**src/core/dcc_pkg.sv**
```systemverilog
// Purpose: Shared constants for the dual comparator control block
// Assumes: 8-bit registers on a plain strobe port
// Notes:   Offsets are word indices on the register port
package dcc_pkg;
  localparam int          DATA_W        = 8;
  localparam int          ADDR_W        = 4;
  // Register offsets
  localparam logic [3:0]  OFF_CTRL0     = 4'h0;
  localparam logic [3:0]  OFF_MODE0     = 4'h1;
  localparam logic [3:0]  OFF_CTRL1     = 4'h2;
  localparam logic [3:0]  OFF_MODE1     = 4'h3;
  localparam logic [3:0]  OFF_IRQ_STAT  = 4'h4;
  localparam logic [3:0]  OFF_IRQ_MASK  = 4'h5;
  localparam logic [3:0]  OFF_RST_SRC   = 4'h6;
  // Control register fields
  localparam int          CTL_ON_BIT    = 7;
  localparam int          CTL_OUT_BIT   = 6;
  localparam int          CTL_RISE_BIT  = 5;
  localparam int          CTL_FALL_BIT  = 4;
  localparam int          CTL_HYP_LSB   = 2;
  localparam int          CTL_HYN_LSB   = 0;
  // Mode register fields
  localparam int          MD_RIE_BIT    = 5;
  localparam int          MD_FIE_BIT    = 4;
  localparam int          MD_RESP_LSB   = 0;
  localparam logic [7:0]  MD_WR_MASK    = 8'h33;
  // Reset values
  localparam logic [7:0]  CTRL_RST      = 8'h00;
  localparam logic [7:0]  MODE_RST      = 8'h02;
  localparam logic [1:0]  MASK_RST      = 2'h0;
  // Hysteresis select encodings
  localparam logic [1:0]  HYST_OFF      = 2'h0;
  localparam logic [1:0]  HYST_5MV      = 2'h1;
  localparam logic [1:0]  HYST_10MV     = 2'h2;
  localparam logic [1:0]  HYST_15MV     = 2'h3;
endpackage : dcc_pkg

```
**src/core/dcc_chan_if.sv**
```systemverilog
// Purpose: Bundle between the top and one comparator channel
// Assumes: Single ref_clk domain
// Notes:   Top owns registers, channel owns edge flags
`timescale 1ns/1ps
interface dcc_chan_if;
  logic       on;         // Comparator enabled
  logic       raw_sync;   // Synchronised comparator output
  logic       clr_rise;   // Software clears rise flag
  logic       clr_fall;   // Software clears fall flag
  logic       rise_flag;  // Sticky rise flag
  logic       fall_flag;  // Sticky fall flag
  logic       rise_en;    // Rise interrupt enable
  logic       fall_en;    // Fall interrupt enable
  logic       irq;        // Channel interrupt request
  logic       rise_pulse; // One-cycle rise event
  logic       fall_pulse; // One-cycle fall event
  modport top  (output on, raw_sync, clr_rise, clr_fall, rise_en, fall_en,
                input rise_flag, fall_flag, irq, rise_pulse, fall_pulse);
  modport chan (input on, raw_sync, clr_rise, clr_fall, rise_en, fall_en,
                output rise_flag, fall_flag, irq, rise_pulse, fall_pulse);
endinterface : dcc_chan_if

```
**src/core/dcc_chan.sv**
```systemverilog
// Purpose: Edge detect and sticky flags for one comparator
// Assumes: raw_sync already synchronised to ref_clk
// Notes:   Set wins over a same-cycle software clear
`timescale 1ns/1ps
module dcc_chan (
  input  wire logic  ref_clk,
  input  wire logic  rst,
  input  wire logic  clk_en,
  dcc_chan_if.chan   ch
);
  logic prev_r;
  logic rise_r;
  logic fall_r;
  logic rise_ev;
  logic fall_ev;

  // Edge events, only while enabled
  assign rise_ev = ch.on & ch.raw_sync & ~prev_r;
  assign fall_ev = ch.on & ~ch.raw_sync & prev_r;

  // Previous sample
  always_ff @(posedge ref_clk) begin
    if (rst) begin
      prev_r <= 1'b0;
    end else if (clk_en) begin
      prev_r <= ch.raw_sync;
    end
  end

  // Sticky flags
  always_ff @(posedge ref_clk) begin
    if (rst) begin
      rise_r <= 1'b0;
      fall_r <= 1'b0;
    end else if (clk_en) begin
      if (rise_ev) begin
        rise_r <= 1'b1;
      end else if (ch.clr_rise) begin
        rise_r <= 1'b0;
      end
      if (fall_ev) begin
        fall_r <= 1'b1;
      end else if (ch.clr_fall) begin
        fall_r <= 1'b0;
      end
    end
  end

  assign ch.rise_flag  = rise_r;
  assign ch.fall_flag  = fall_r;
  assign ch.rise_pulse = rise_ev & clk_en;
  assign ch.fall_pulse = fall_ev & clk_en;
  // Interrupt request, suspended while off
  assign ch.irq = ch.on & ((rise_r & ch.rise_en) | (fall_r & ch.fall_en));
endmodule : dcc_chan

```
**src/core/dcc_top.sv**
```systemverilog
// Purpose: Control and status logic for two analog comparators
// Assumes: Raw comparator outputs are asynchronous to ref_clk
// Notes:   Hysteresis and response codes drive the analog core directly
`timescale 1ns/1ps
////////////////////////////////////////////////////////////////////////////////
module dcc_top (
  input  wire logic        ref_clk,
  input  wire logic        rst,
  input  wire logic        clk_en,
  input  wire logic [3:0]  reg_addr,
  input  wire logic [7:0]  reg_wdata,
  input  wire logic        reg_wr,
  input  wire logic        reg_rd,
  output logic      [7:0]  reg_rdata,
  input  wire logic [1:0]  cmp_raw,
  output logic      [1:0]  cmp_on,
  output logic      [1:0]  cmp_pin_out,
  output logic      [1:0]  pos_hyst_sel0,
  output logic      [1:0]  neg_hyst_sel0,
  output logic      [1:0]  response_sel0,
  output logic      [1:0]  pos_hyst_sel1,
  output logic      [1:0]  neg_hyst_sel1,
  output logic      [1:0]  response_sel1,
  output logic             cmp_irq,
  output logic             irq,
  output logic             cmp_reset_req
);
  ////////////////////////////////////////////////////////////////////////////
  logic [7:0] ctrl_r   [2];
  logic [7:0] mode_r   [2];
  logic [1:0] sync1_r;
  logic [1:0] sync2_r;
  logic [1:0] stat_r;
  logic [1:0] mask_r;
  logic       rst_src_r;
  logic [7:0] rdata_nxt;
  logic [1:0] ev;

  dcc_chan_if ch0 ();
  dcc_chan_if ch1 ();

  // Decode one register write
  function automatic logic wr_hit(input logic we, input logic [3:0] a, input logic [3:0] off);
    return we & (a == off);
  endfunction : wr_hit

  // Two-stage synchroniser on raw outputs
  always_ff @(posedge ref_clk) begin
    if (rst) begin
      sync1_r <= 2'h0;
      sync2_r <= 2'h0;
    end else if (clk_en) begin
      sync1_r <= cmp_raw;
      sync2_r <= sync1_r;
    end
  end

  // Control registers, only bit 7 and bits 3:0 stored here
  always_ff @(posedge ref_clk) begin
    if (rst) begin
      ctrl_r[0] <= dcc_pkg::CTRL_RST;
      ctrl_r[1] <= dcc_pkg::CTRL_RST;
    end else if (clk_en) begin
      if (wr_hit(reg_wr, reg_addr, dcc_pkg::OFF_CTRL0)) begin
        ctrl_r[0] <= reg_wdata & 8'h8F;
      end
      if (wr_hit(reg_wr, reg_addr, dcc_pkg::OFF_CTRL1)) begin
        ctrl_r[1] <= reg_wdata & 8'h8F;
      end
    end
  end

  // Mode registers
  always_ff @(posedge ref_clk) begin
    if (rst) begin
      mode_r[0] <= dcc_pkg::MODE_RST;
      mode_r[1] <= dcc_pkg::MODE_RST;
    end else if (clk_en) begin
      if (wr_hit(reg_wr, reg_addr, dcc_pkg::OFF_MODE0)) begin
        mode_r[0] <= reg_wdata & dcc_pkg::MD_WR_MASK;
      end
      if (wr_hit(reg_wr, reg_addr, dcc_pkg::OFF_MODE1)) begin
        mode_r[1] <= reg_wdata & dcc_pkg::MD_WR_MASK;
      end
    end
  end

  // Reset source enable, comparator zero only
  always_ff @(posedge ref_clk) begin
    if (rst) begin
      rst_src_r <= 1'b0;
    end else if (clk_en && wr_hit(reg_wr, reg_addr, dcc_pkg::OFF_RST_SRC)) begin
      rst_src_r <= reg_wdata[0];
    end
  end

  // Channel hookup
  assign ch0.on       = ctrl_r[0][dcc_pkg::CTL_ON_BIT];
  assign ch0.raw_sync = sync2_r[0];
  assign ch0.rise_en  = mode_r[0][dcc_pkg::MD_RIE_BIT];
  assign ch0.fall_en  = mode_r[0][dcc_pkg::MD_FIE_BIT];
  assign ch0.clr_rise = wr_hit(reg_wr, reg_addr, dcc_pkg::OFF_CTRL0) & ~reg_wdata[dcc_pkg::CTL_RISE_BIT];
  assign ch0.clr_fall = wr_hit(reg_wr, reg_addr, dcc_pkg::OFF_CTRL0) & ~reg_wdata[dcc_pkg::CTL_FALL_BIT];
  assign ch1.on       = ctrl_r[1][dcc_pkg::CTL_ON_BIT];
  assign ch1.raw_sync = sync2_r[1];
  assign ch1.rise_en  = mode_r[1][dcc_pkg::MD_RIE_BIT];
  assign ch1.fall_en  = mode_r[1][dcc_pkg::MD_FIE_BIT];
  assign ch1.clr_rise = wr_hit(reg_wr, reg_addr, dcc_pkg::OFF_CTRL1) & ~reg_wdata[dcc_pkg::CTL_RISE_BIT];
  assign ch1.clr_fall = wr_hit(reg_wr, reg_addr, dcc_pkg::OFF_CTRL1) & ~reg_wdata[dcc_pkg::CTL_FALL_BIT];

  // Channel instances
  dcc_chan u_ch0 (
    .ref_clk (ref_clk),
    .rst     (rst),
    .clk_en  (clk_en),
    .ch      (ch0)
  );

  dcc_chan u_ch1 (
    .ref_clk (ref_clk),
    .rst     (rst),
    .clk_en  (clk_en),
    .ch      (ch1)
  );

  // Any edge event per channel
  assign ev = {ch1.rise_pulse | ch1.fall_pulse, ch0.rise_pulse | ch0.fall_pulse};

  // Sticky summary status, write one clears, set wins
  always_ff @(posedge ref_clk) begin
    if (rst) begin
      stat_r <= 2'h0;
    end else if (clk_en) begin
      if (wr_hit(reg_wr, reg_addr, dcc_pkg::OFF_IRQ_STAT)) begin
        stat_r <= (stat_r & ~reg_wdata[1:0]) | ev;
      end else begin
        stat_r <= stat_r | ev;
      end
    end
  end

  // Summary mask
  always_ff @(posedge ref_clk) begin
    if (rst) begin
      mask_r <= dcc_pkg::MASK_RST;
    end else if (clk_en && wr_hit(reg_wr, reg_addr, dcc_pkg::OFF_IRQ_MASK)) begin
      mask_r <= reg_wdata[1:0];
    end
  end

  // Read mux
  always_comb begin
    rdata_nxt = 8'h00;
    unique case (reg_addr)
      dcc_pkg::OFF_CTRL0:    rdata_nxt = {ctrl_r[0][7], sync2_r[0] & ch0.on, ch0.rise_flag,
                                          ch0.fall_flag, ctrl_r[0][3:0]};
      dcc_pkg::OFF_MODE0:    rdata_nxt = mode_r[0];
      dcc_pkg::OFF_CTRL1:    rdata_nxt = {ctrl_r[1][7], sync2_r[1] & ch1.on, ch1.rise_flag,
                                          ch1.fall_flag, ctrl_r[1][3:0]};
      dcc_pkg::OFF_MODE1:    rdata_nxt = mode_r[1];
      dcc_pkg::OFF_IRQ_STAT: rdata_nxt = {6'h00, stat_r};
      dcc_pkg::OFF_IRQ_MASK: rdata_nxt = {6'h00, mask_r};
      dcc_pkg::OFF_RST_SRC:  rdata_nxt = {7'h00, rst_src_r};
      default:               rdata_nxt = 8'h00;
    endcase
  end

  // Read data one cycle after strobe
  always_ff @(posedge ref_clk) begin
    if (rst) begin
      reg_rdata <= 8'h00;
    end else if (clk_en) begin
      reg_rdata <= reg_rd ? rdata_nxt : 8'h00;
    end
  end

  // Analog and pin outputs
  assign cmp_on        = {ch1.on, ch0.on};
  assign cmp_pin_out   = sync2_r & {ch1.on, ch0.on};
  assign pos_hyst_sel0 = ctrl_r[0][dcc_pkg::CTL_HYP_LSB +: 2];
  assign neg_hyst_sel0 = ctrl_r[0][dcc_pkg::CTL_HYN_LSB +: 2];
  assign response_sel0 = mode_r[0][dcc_pkg::MD_RESP_LSB +: 2];
  assign pos_hyst_sel1 = ctrl_r[1][dcc_pkg::CTL_HYP_LSB +: 2];
  assign neg_hyst_sel1 = ctrl_r[1][dcc_pkg::CTL_HYN_LSB +: 2];
  assign response_sel1 = mode_r[1][dcc_pkg::MD_RESP_LSB +: 2];
  assign cmp_irq       = ch0.irq | ch1.irq;
  // Summary interrupt, suspended for a disabled comparator
  assign irq           = |(stat_r & mask_r & {ch1.on, ch0.on});
  // Reset request from comparator zero only, held while its output is low and it is enabled
  assign cmp_reset_req = rst_src_r & ch0.on & ~sync2_r[0];
endmodule : dcc_top

```
**config.mk**
```make
export PLATFORM = sky130hd
export DESIGN_NAME = dcc_top
export DESIGN_NICKNAME = d
export VERILOG_FILES = /design/src/core/dcc_pkg.sv /design/src/core/dcc_chan_if.sv /design/src/core/dcc_chan.sv /design/src/core/dcc_top.sv
export SDC_FILE = /design/constraint.sdc
export NUM_CORES = 1
export LEC_CHECK = 0
export BUFFER_PORTS_ARGS = -buffer_cell sky130_fd_sc_hd__clkbuf_2
export CORE_MARGIN = 3
export CORE_UTILIZATION = 50
export DETAILED_ROUTE_END_ITERATION = 7
export GPL_ROUTABILITY_DRIVEN = 0
export PLACE_DENSITY = 0.75
export SYNTH_ARGS = -nofsm -noshare
export SYNTH_HDL_FRONTEND = slang
export SYNTH_HIERARCHICAL = 1
export SYNTH_SLANG_ARGS = --single-unit
export TNS_END_PERCENT = 100
```
**constraint.sdc**
```tcl
create_clock -name ref_clk -period 1.6 [get_ports ref_clk]
set_input_delay 0.32 -clock ref_clk [delete_from_list [all_inputs] [get_ports ref_clk]]
set_output_delay 0.32 -clock ref_clk [all_outputs]
set_load 0.005 [all_outputs]
```
==> impl_metrics.ini, run 1 <==
[timing]
slew_headroom_pct = 67.0
tightest_slew_ps = 491
final.setup_skew_ps = 3.19
slew_viol_final = 0
period_needed_ps = 1600
clock.fmax_mhz = 626
holdWs_ps = 256
rsz0062_at_grt = true
setup_violations = 0
hold_viol = 0
fin_crit_sh_pct = 99.9

[clocking]
clk_latency_ps = 290
ctsHtreeMaxLevel = 2
path_clk_slew_ps = 80
cts_hold_buf = 0
clockRootBuffer = clkbuf_8
cts_buffers = 5
cts.sink_count = 41
clockBufferDepth = 2
cts_tree = yes

[floorplan]
start_util_pct = 52.4
coreArea_sq_mm = 0.00372
num_rows = 22
die-area_sq_mm = 0.00468
die_y_microns = 68.4
io_pins = 46
dieWidth_microns = 68.4

[drt]
drc_errors = 0
ant_nets = 0
wirelength_microns = 4220
via_per_inst = 5.38
drtIter0Drc = 98
firstDrtPassIters = 4
via_count = 1523
wl_per_cell_microns = 14.9

[setup_path]
cp-endpoint = cmp_irq
reg2reg_slack_ps = 240
ff2ff_path_depth = 5
start_kind = register
cp_data_required_time_ps = 1280
arrival_ps = 1280
r2r-end = reg_rdata[6]$_SDFFE_PP0P_
cp-end-kind = output port
reg2reg_from = ctrl_r[0][9]$_DFFE_PP_
criticalPathCategory = register to output port
crit_fanout = 2
crit_path_start = mode_r[0][7]$_DFFE_PP_

[power]
leakagePower_nw = 1.01
powerDensity_mw_per_mm2 = 913
vdd_drop_max_v = 0.000673

[final_layout]
fillCellCount = 316
multi_input_area_sq_um = 872
diodes = 0
nets = 253
drive_above_1_share_pct = 37.0
final_util_pct = 64.8
area_delta_synth_final_pct = 23.9
seq_area_sq_mm = 0.00100

[grt]
grt_pass1_vias = 1412
antenna_found_initial = 0
grt_max_degree = 17
track_usage_pct = 19.7
grt_overflow = 0
grt_pass1_wl_microns = 6610

[synthesis]
synth_area_leaders = edfxtp_1 (28%), dfxtp_1 (24%), mux2i_1 (6.7%)
yosysMostFrequentCell = dfxtp_1
syn_nets = 196
yosys_warnings = 6
synth_cell_types = 37
ys_seq_area_share_pct = 51.4
yosysTopAreaCell = edfxtp_1
async_flop_share_pct = 0
synth.top_cell.area_share_pct = 27.8
syn-cell-area_sq_mm = 0.00195
syn_avg_cell_area_sq_um = 11.0
synth_edf_count = 18
ys_ff_latch = 41
synth_cells = 177
synth_common_cells = dfxtp_1 (23), nor2_1 (21), edfxtp_1 (18), mux2i_1 (13)
synth_flop_cell = dfxtp_1

[worst_hold_path]
hold_path_class = input port to register
min_path_cells = 3

[place]
portBuffers = 44
hpwl_microns = 3270

[flow_run]
cap_viol_max_count = 0

[outcome]
status = completed
==> power by group <==
part	internal (mW)	switching (mW)	leakage, nW
sequential	1.13	0.0227	0.359
combinational	0.104	0.118	0.601
clock	0.468	0.361	0.0554
==> cells in the final DEF, fill, tap and decap left out, types with 5 or more instances in the layout <==
cell / synthesis / routed
dfxtp_1: 23 / 23
buf_4: 2 / 15
a21oi_1: 10 / 10
clkbuf_2: 0 / 44
mux2_2: 5 / 5
clkbuf_8: 0 / 5
a22oi_1: 8 / 6
mux2i_1: 13 / 13
a21bo_2: 6 / 6
inv_1: 6 / 6
nor2_1: 21 / 21
and2_1: 10 / 10
edfxtp_1: 18 / 18
==> metrics by stage <==
stage                     setup slack, ps  area (sq um)  power [mW]  setup TNS [ps]  cells
after floorplan                       207          1950        1.29               0    177
after global placement               40.7          2270        1.38               0    273
after detailed placement            -23.7          2270        1.39           -94.2    273
after CTS                           -21.7          2400        2.21           -21.7    283
after global routing                -60.7          2410        2.28           -60.7    283
final                                1.41          2410        2.20               0    283
==> worst min-delay path by stage <==
stage / endpoint / start / slack (ps)
after floorplan: u_ch0/ch.fall_flag$_SDFFE_PP0P_ / rst / 390
after global placement: reg_rdata[0]$_SDFFE_PP0P_ / reg_rdata[0]$_SDFFE_PP0P_ / 470
after detailed placement: reg_rdata[0]$_SDFFE_PP0P_ / reg_rdata[0]$_SDFFE_PP0P_ / 460
after CTS: sync1_r[0]$_SDFFE_PP0P_ / cmp_raw[0] / 250
after global routing: sync1_r[1]$_SDFFE_PP0P_ / cmp_raw[1] / 280
final: sync1_r[0]$_SDFFE_PP0P_ / cmp_raw[0] / 260
==> sequential cells by signal (all words and copies together) (netlist names), 2 cells and up <==
signal and count:
sync1_r 2, mask_r 2, ctrl_r 10, sync2_r 2, mode_r 8, reg_rdata 8
stat_r 2
==> logic make-up after synthesis <==
| kind of cell | synth area share [%] |
|---|---|
| AND/OR/NAND/NOR | 19.1 |
| multiplexers | 11.9 |
| flip-flops | 51.4 |
| buffers and inverters | 4.37 |
| AO/OA/AOI/OAI | 13.2 |
==> routing by layer <==
metal  vias up  track usage (%)  part of all wire (%)
met1       719             24.6                    45
met2        38             32.8                    48
met4         0             5.96                   1.1
met5         -                0                     0
met3         6             5.58                   5.4
li1        760                -                     -
==> critical path, cell delays in order (launching register included) <==
cell,delay [ps]
edfxtp_1,410
a22oi_2,170
nor2b_1,60
or2_4,240
clkbuf_2,110
==> what timing repair did <==
action / CTS / global route
setup endpoints to repair: 1 / 1
pin swaps: 2 / 0
buffers inserted: 2 / 0
gates resized for setup: 2 / 1
==> layout make-up <==
| type | instances | area share [%] |
|---|---|---|
| clock inverter | 2 | 1.61 |
| inverter | 8 | 1.35 |
| tap | 48 | 2.49 |
| timing repair buffer | 59 | 13.8 |
| clock buffer | 6 | 3.01 |
| sequential | 41 | 41.5 |
| multi-input combinational | 119 | 36.2 |
No activity file was read; power rests on OpenSTA's default activity.
==> run 2: changes to the inputs <==
Settings changed: RECOVER_POWER set to 25.
==> impl_metrics.ini, run 2 (synthesis results as in run 1) <==
[floorplan]
start_util_pct = 52.4
die-area_sq_mm = 0.00468
die_y_microns = 68.4
num_rows = 22
io_pins = 46
dieWidth_microns = 68.4
coreArea_sq_mm = 0.00372

[final_layout]
drive_above_1_share_pct = 32.8
final_util_pct = 64.4
final_cells = 283
largest_register = ctrl_r
fillCellCount = 324
diodes = 0
nets = 253
final_common_cell = clkbuf_2
final_cell_mix = clkbuf_2 (35), dfxtp_1 (23), nor2_1 (21)
area_delta_synth_final_pct = 23.1
reg_top3 = ctrl_r: 10 flops, mode_r: 8 flops, reg_rdata: 8 flops
final_cell_area_sq_mm = 0.00239
largest_register_ff_count = 10

[grt]
grt_max_degree = 17
grt_overflow = 0
grt_pass1_vias = 1412
track_usage_pct = 19.7
grt_pass1_wl_microns = 6610
antenna_found_initial = 0

[setup_path]
crit_path_start = mode_r[0][7]$_DFFE_PP_
arrival_ps = 1280
crit_slowest_cell = edfxtp_1
cp-endpoint = cmp_irq
cp-end-kind = output port
reg2reg_from = ctrl_r[0][9]$_DFFE_PP_
crit_chain = a22oi_2 -> nor2b_1 -> or2_4 -> clkbuf_2
start_kind = register
reg2reg_slack_ps = 230
r2r-end = reg_rdata[6]$_SDFFE_PP0P_
criticalPathCategory = register to output port
crit_fanout = 2
max_stage_delay_ps = 410
cp_data_required_time_ps = 1280
ff2ff_path_depth = 5

[place]
dpl_cell_area_sq_mm = 0.00227
post-place-ws_ps = -23.7
dp_cells = 273
portBuffers = 44
hpwl_microns = 3270

[timing]
fin_ws_ps = 1.72
setup_violations = 0
hold_viol = 0
period_needed_ps = 1600
slew_viol_final = 0
slew_headroom_pct = 49.7
fin_crit_sh_pct = 99.9
clock.fmax_mhz = 626
tightest_slew_ps = 754
tns_ps = 0
rsz0062_at_grt = true
final.setup_skew_ps = 3.54

[drt]
met2_length_microns = 2040
dr_wl_met3_microns = 224
wirelength_microns = 4230
drc_errors = 0
via_per_inst = 5.38
wl_per_cell_microns = 14.9
dr.max_layer_used = met4
via_count = 1523
drtIter0Drc = 99
wl_met1_microns = 1910
ant_nets = 0
firstDrtPassIters = 4

[clocking]
ctsHtreeMaxLevel = 2
cts_tree = yes
clockBufferDepth = 2
path_clk_slew_ps = 80
cts.sink_count = 41
cts_buffers = 5
clk_latency_ps = 290
cts_hold_buf = 0
clockRootBuffer = clkbuf_8

[power]
p_clk_share_pct = 37.7
power_frac_comb_pct = 10.0
p_int_mw = 1.70
vdd_drop_max_v = 0.000673
seqPwrFrac_pct = 52.3
powerDensity_mw_per_mm2 = 917
leakagePower_nw = 0.982
sw_frac_of_total_pct = 22.8
power.switching_mw = 0.500

[flow_run]
cap_viol_max_count = 0

[worst_hold_path]
hold_path_class = input port to register

[outcome]
status = completed
==> run 2: routing by layer <==
metal  up-vias  track usage [%]
met5         -                0
met4         0             5.96
met3         6             5.58
met2        38             32.8
met1       716             24.6
li1        763                -
==> run 2: repair_timing <==
item	4_1_cts	5_1_grt
endpoints found under the setup margin	1	1
resized for setup	2	1
pin swaps	2	0
buffers inserted	2	0
==> run 2: cell type report <==
| cell class | instances | area (sq um) | area share, % |
|---|---|---|---|
| flip-flops and latches | 41 | 1000 | 41.8 |
| multi-input cells | 119 | 872 | 36.4 |
| repair buffers | 59 | 318 | 13.3 |
| clock buffers | 6 | 72.6 | 3.03 |
| well taps | 48 | 60.1 | 2.51 |
| clock inverters | 2 | 38.8 | 1.62 |
| inverters | 8 | 32.5 | 1.36 |
==> run 2: worst min-delay path by stage <==
| stage | startpoint | to | slack (ps) | cells after the start |
|---|---|---|---|---|
| after floorplan | rst | u_ch0/ch.fall_flag$_SDFFE_PP0P_ | 390 | 1 |
| after global placement | reg_rdata[0]$_SDFFE_PP0P_ | reg_rdata[0]$_SDFFE_PP0P_ | 470 | 2 |
| after detailed placement | reg_rdata[0]$_SDFFE_PP0P_ | reg_rdata[0]$_SDFFE_PP0P_ | 460 | 2 |
| after CTS | cmp_raw[0] | sync1_r[0]$_SDFFE_PP0P_ | 250 | 3 |
| after global routing | cmp_raw[1] | sync1_r[1]$_SDFFE_PP0P_ | 280 | 3 |
| final | cmp_raw[0] | sync1_r[0]$_SDFFE_PP0P_ | 260 | 3 |
==> run 2: power groups by stage <==
stage               clock network (mW)  logic, mW  registers [mW]
global placement                     0      0.211            1.17
detailed placement                   0      0.214            1.18
finish                           0.827      0.219            1.15
floorplan                            0      0.113            1.17
global route                     0.877      0.241            1.15
CTS                              0.841      0.223            1.15
==> run 2: worst max-delay path: cells and delay by family, from the launching register on <==
| family | cells | cell delay [ps] |
|---|---|---|
| flops | 1 | 410 |
| simple gates | 2 | 300 |
| compound gates | 1 | 170 |
| buf+inv | 1 | 110 |
==> run 2: per-stage QoR <==
| stage | power, mW | hold WS [ps] |
|---|---|---|
| after floorplan | 1.29 | 389 |
| after global placement | 1.38 | 466 |
| final | 2.20 | 257 |
| after global routing | 2.27 | 277 |
| after detailed placement | 1.39 | 465 |
| after CTS | 2.21 | 253 |
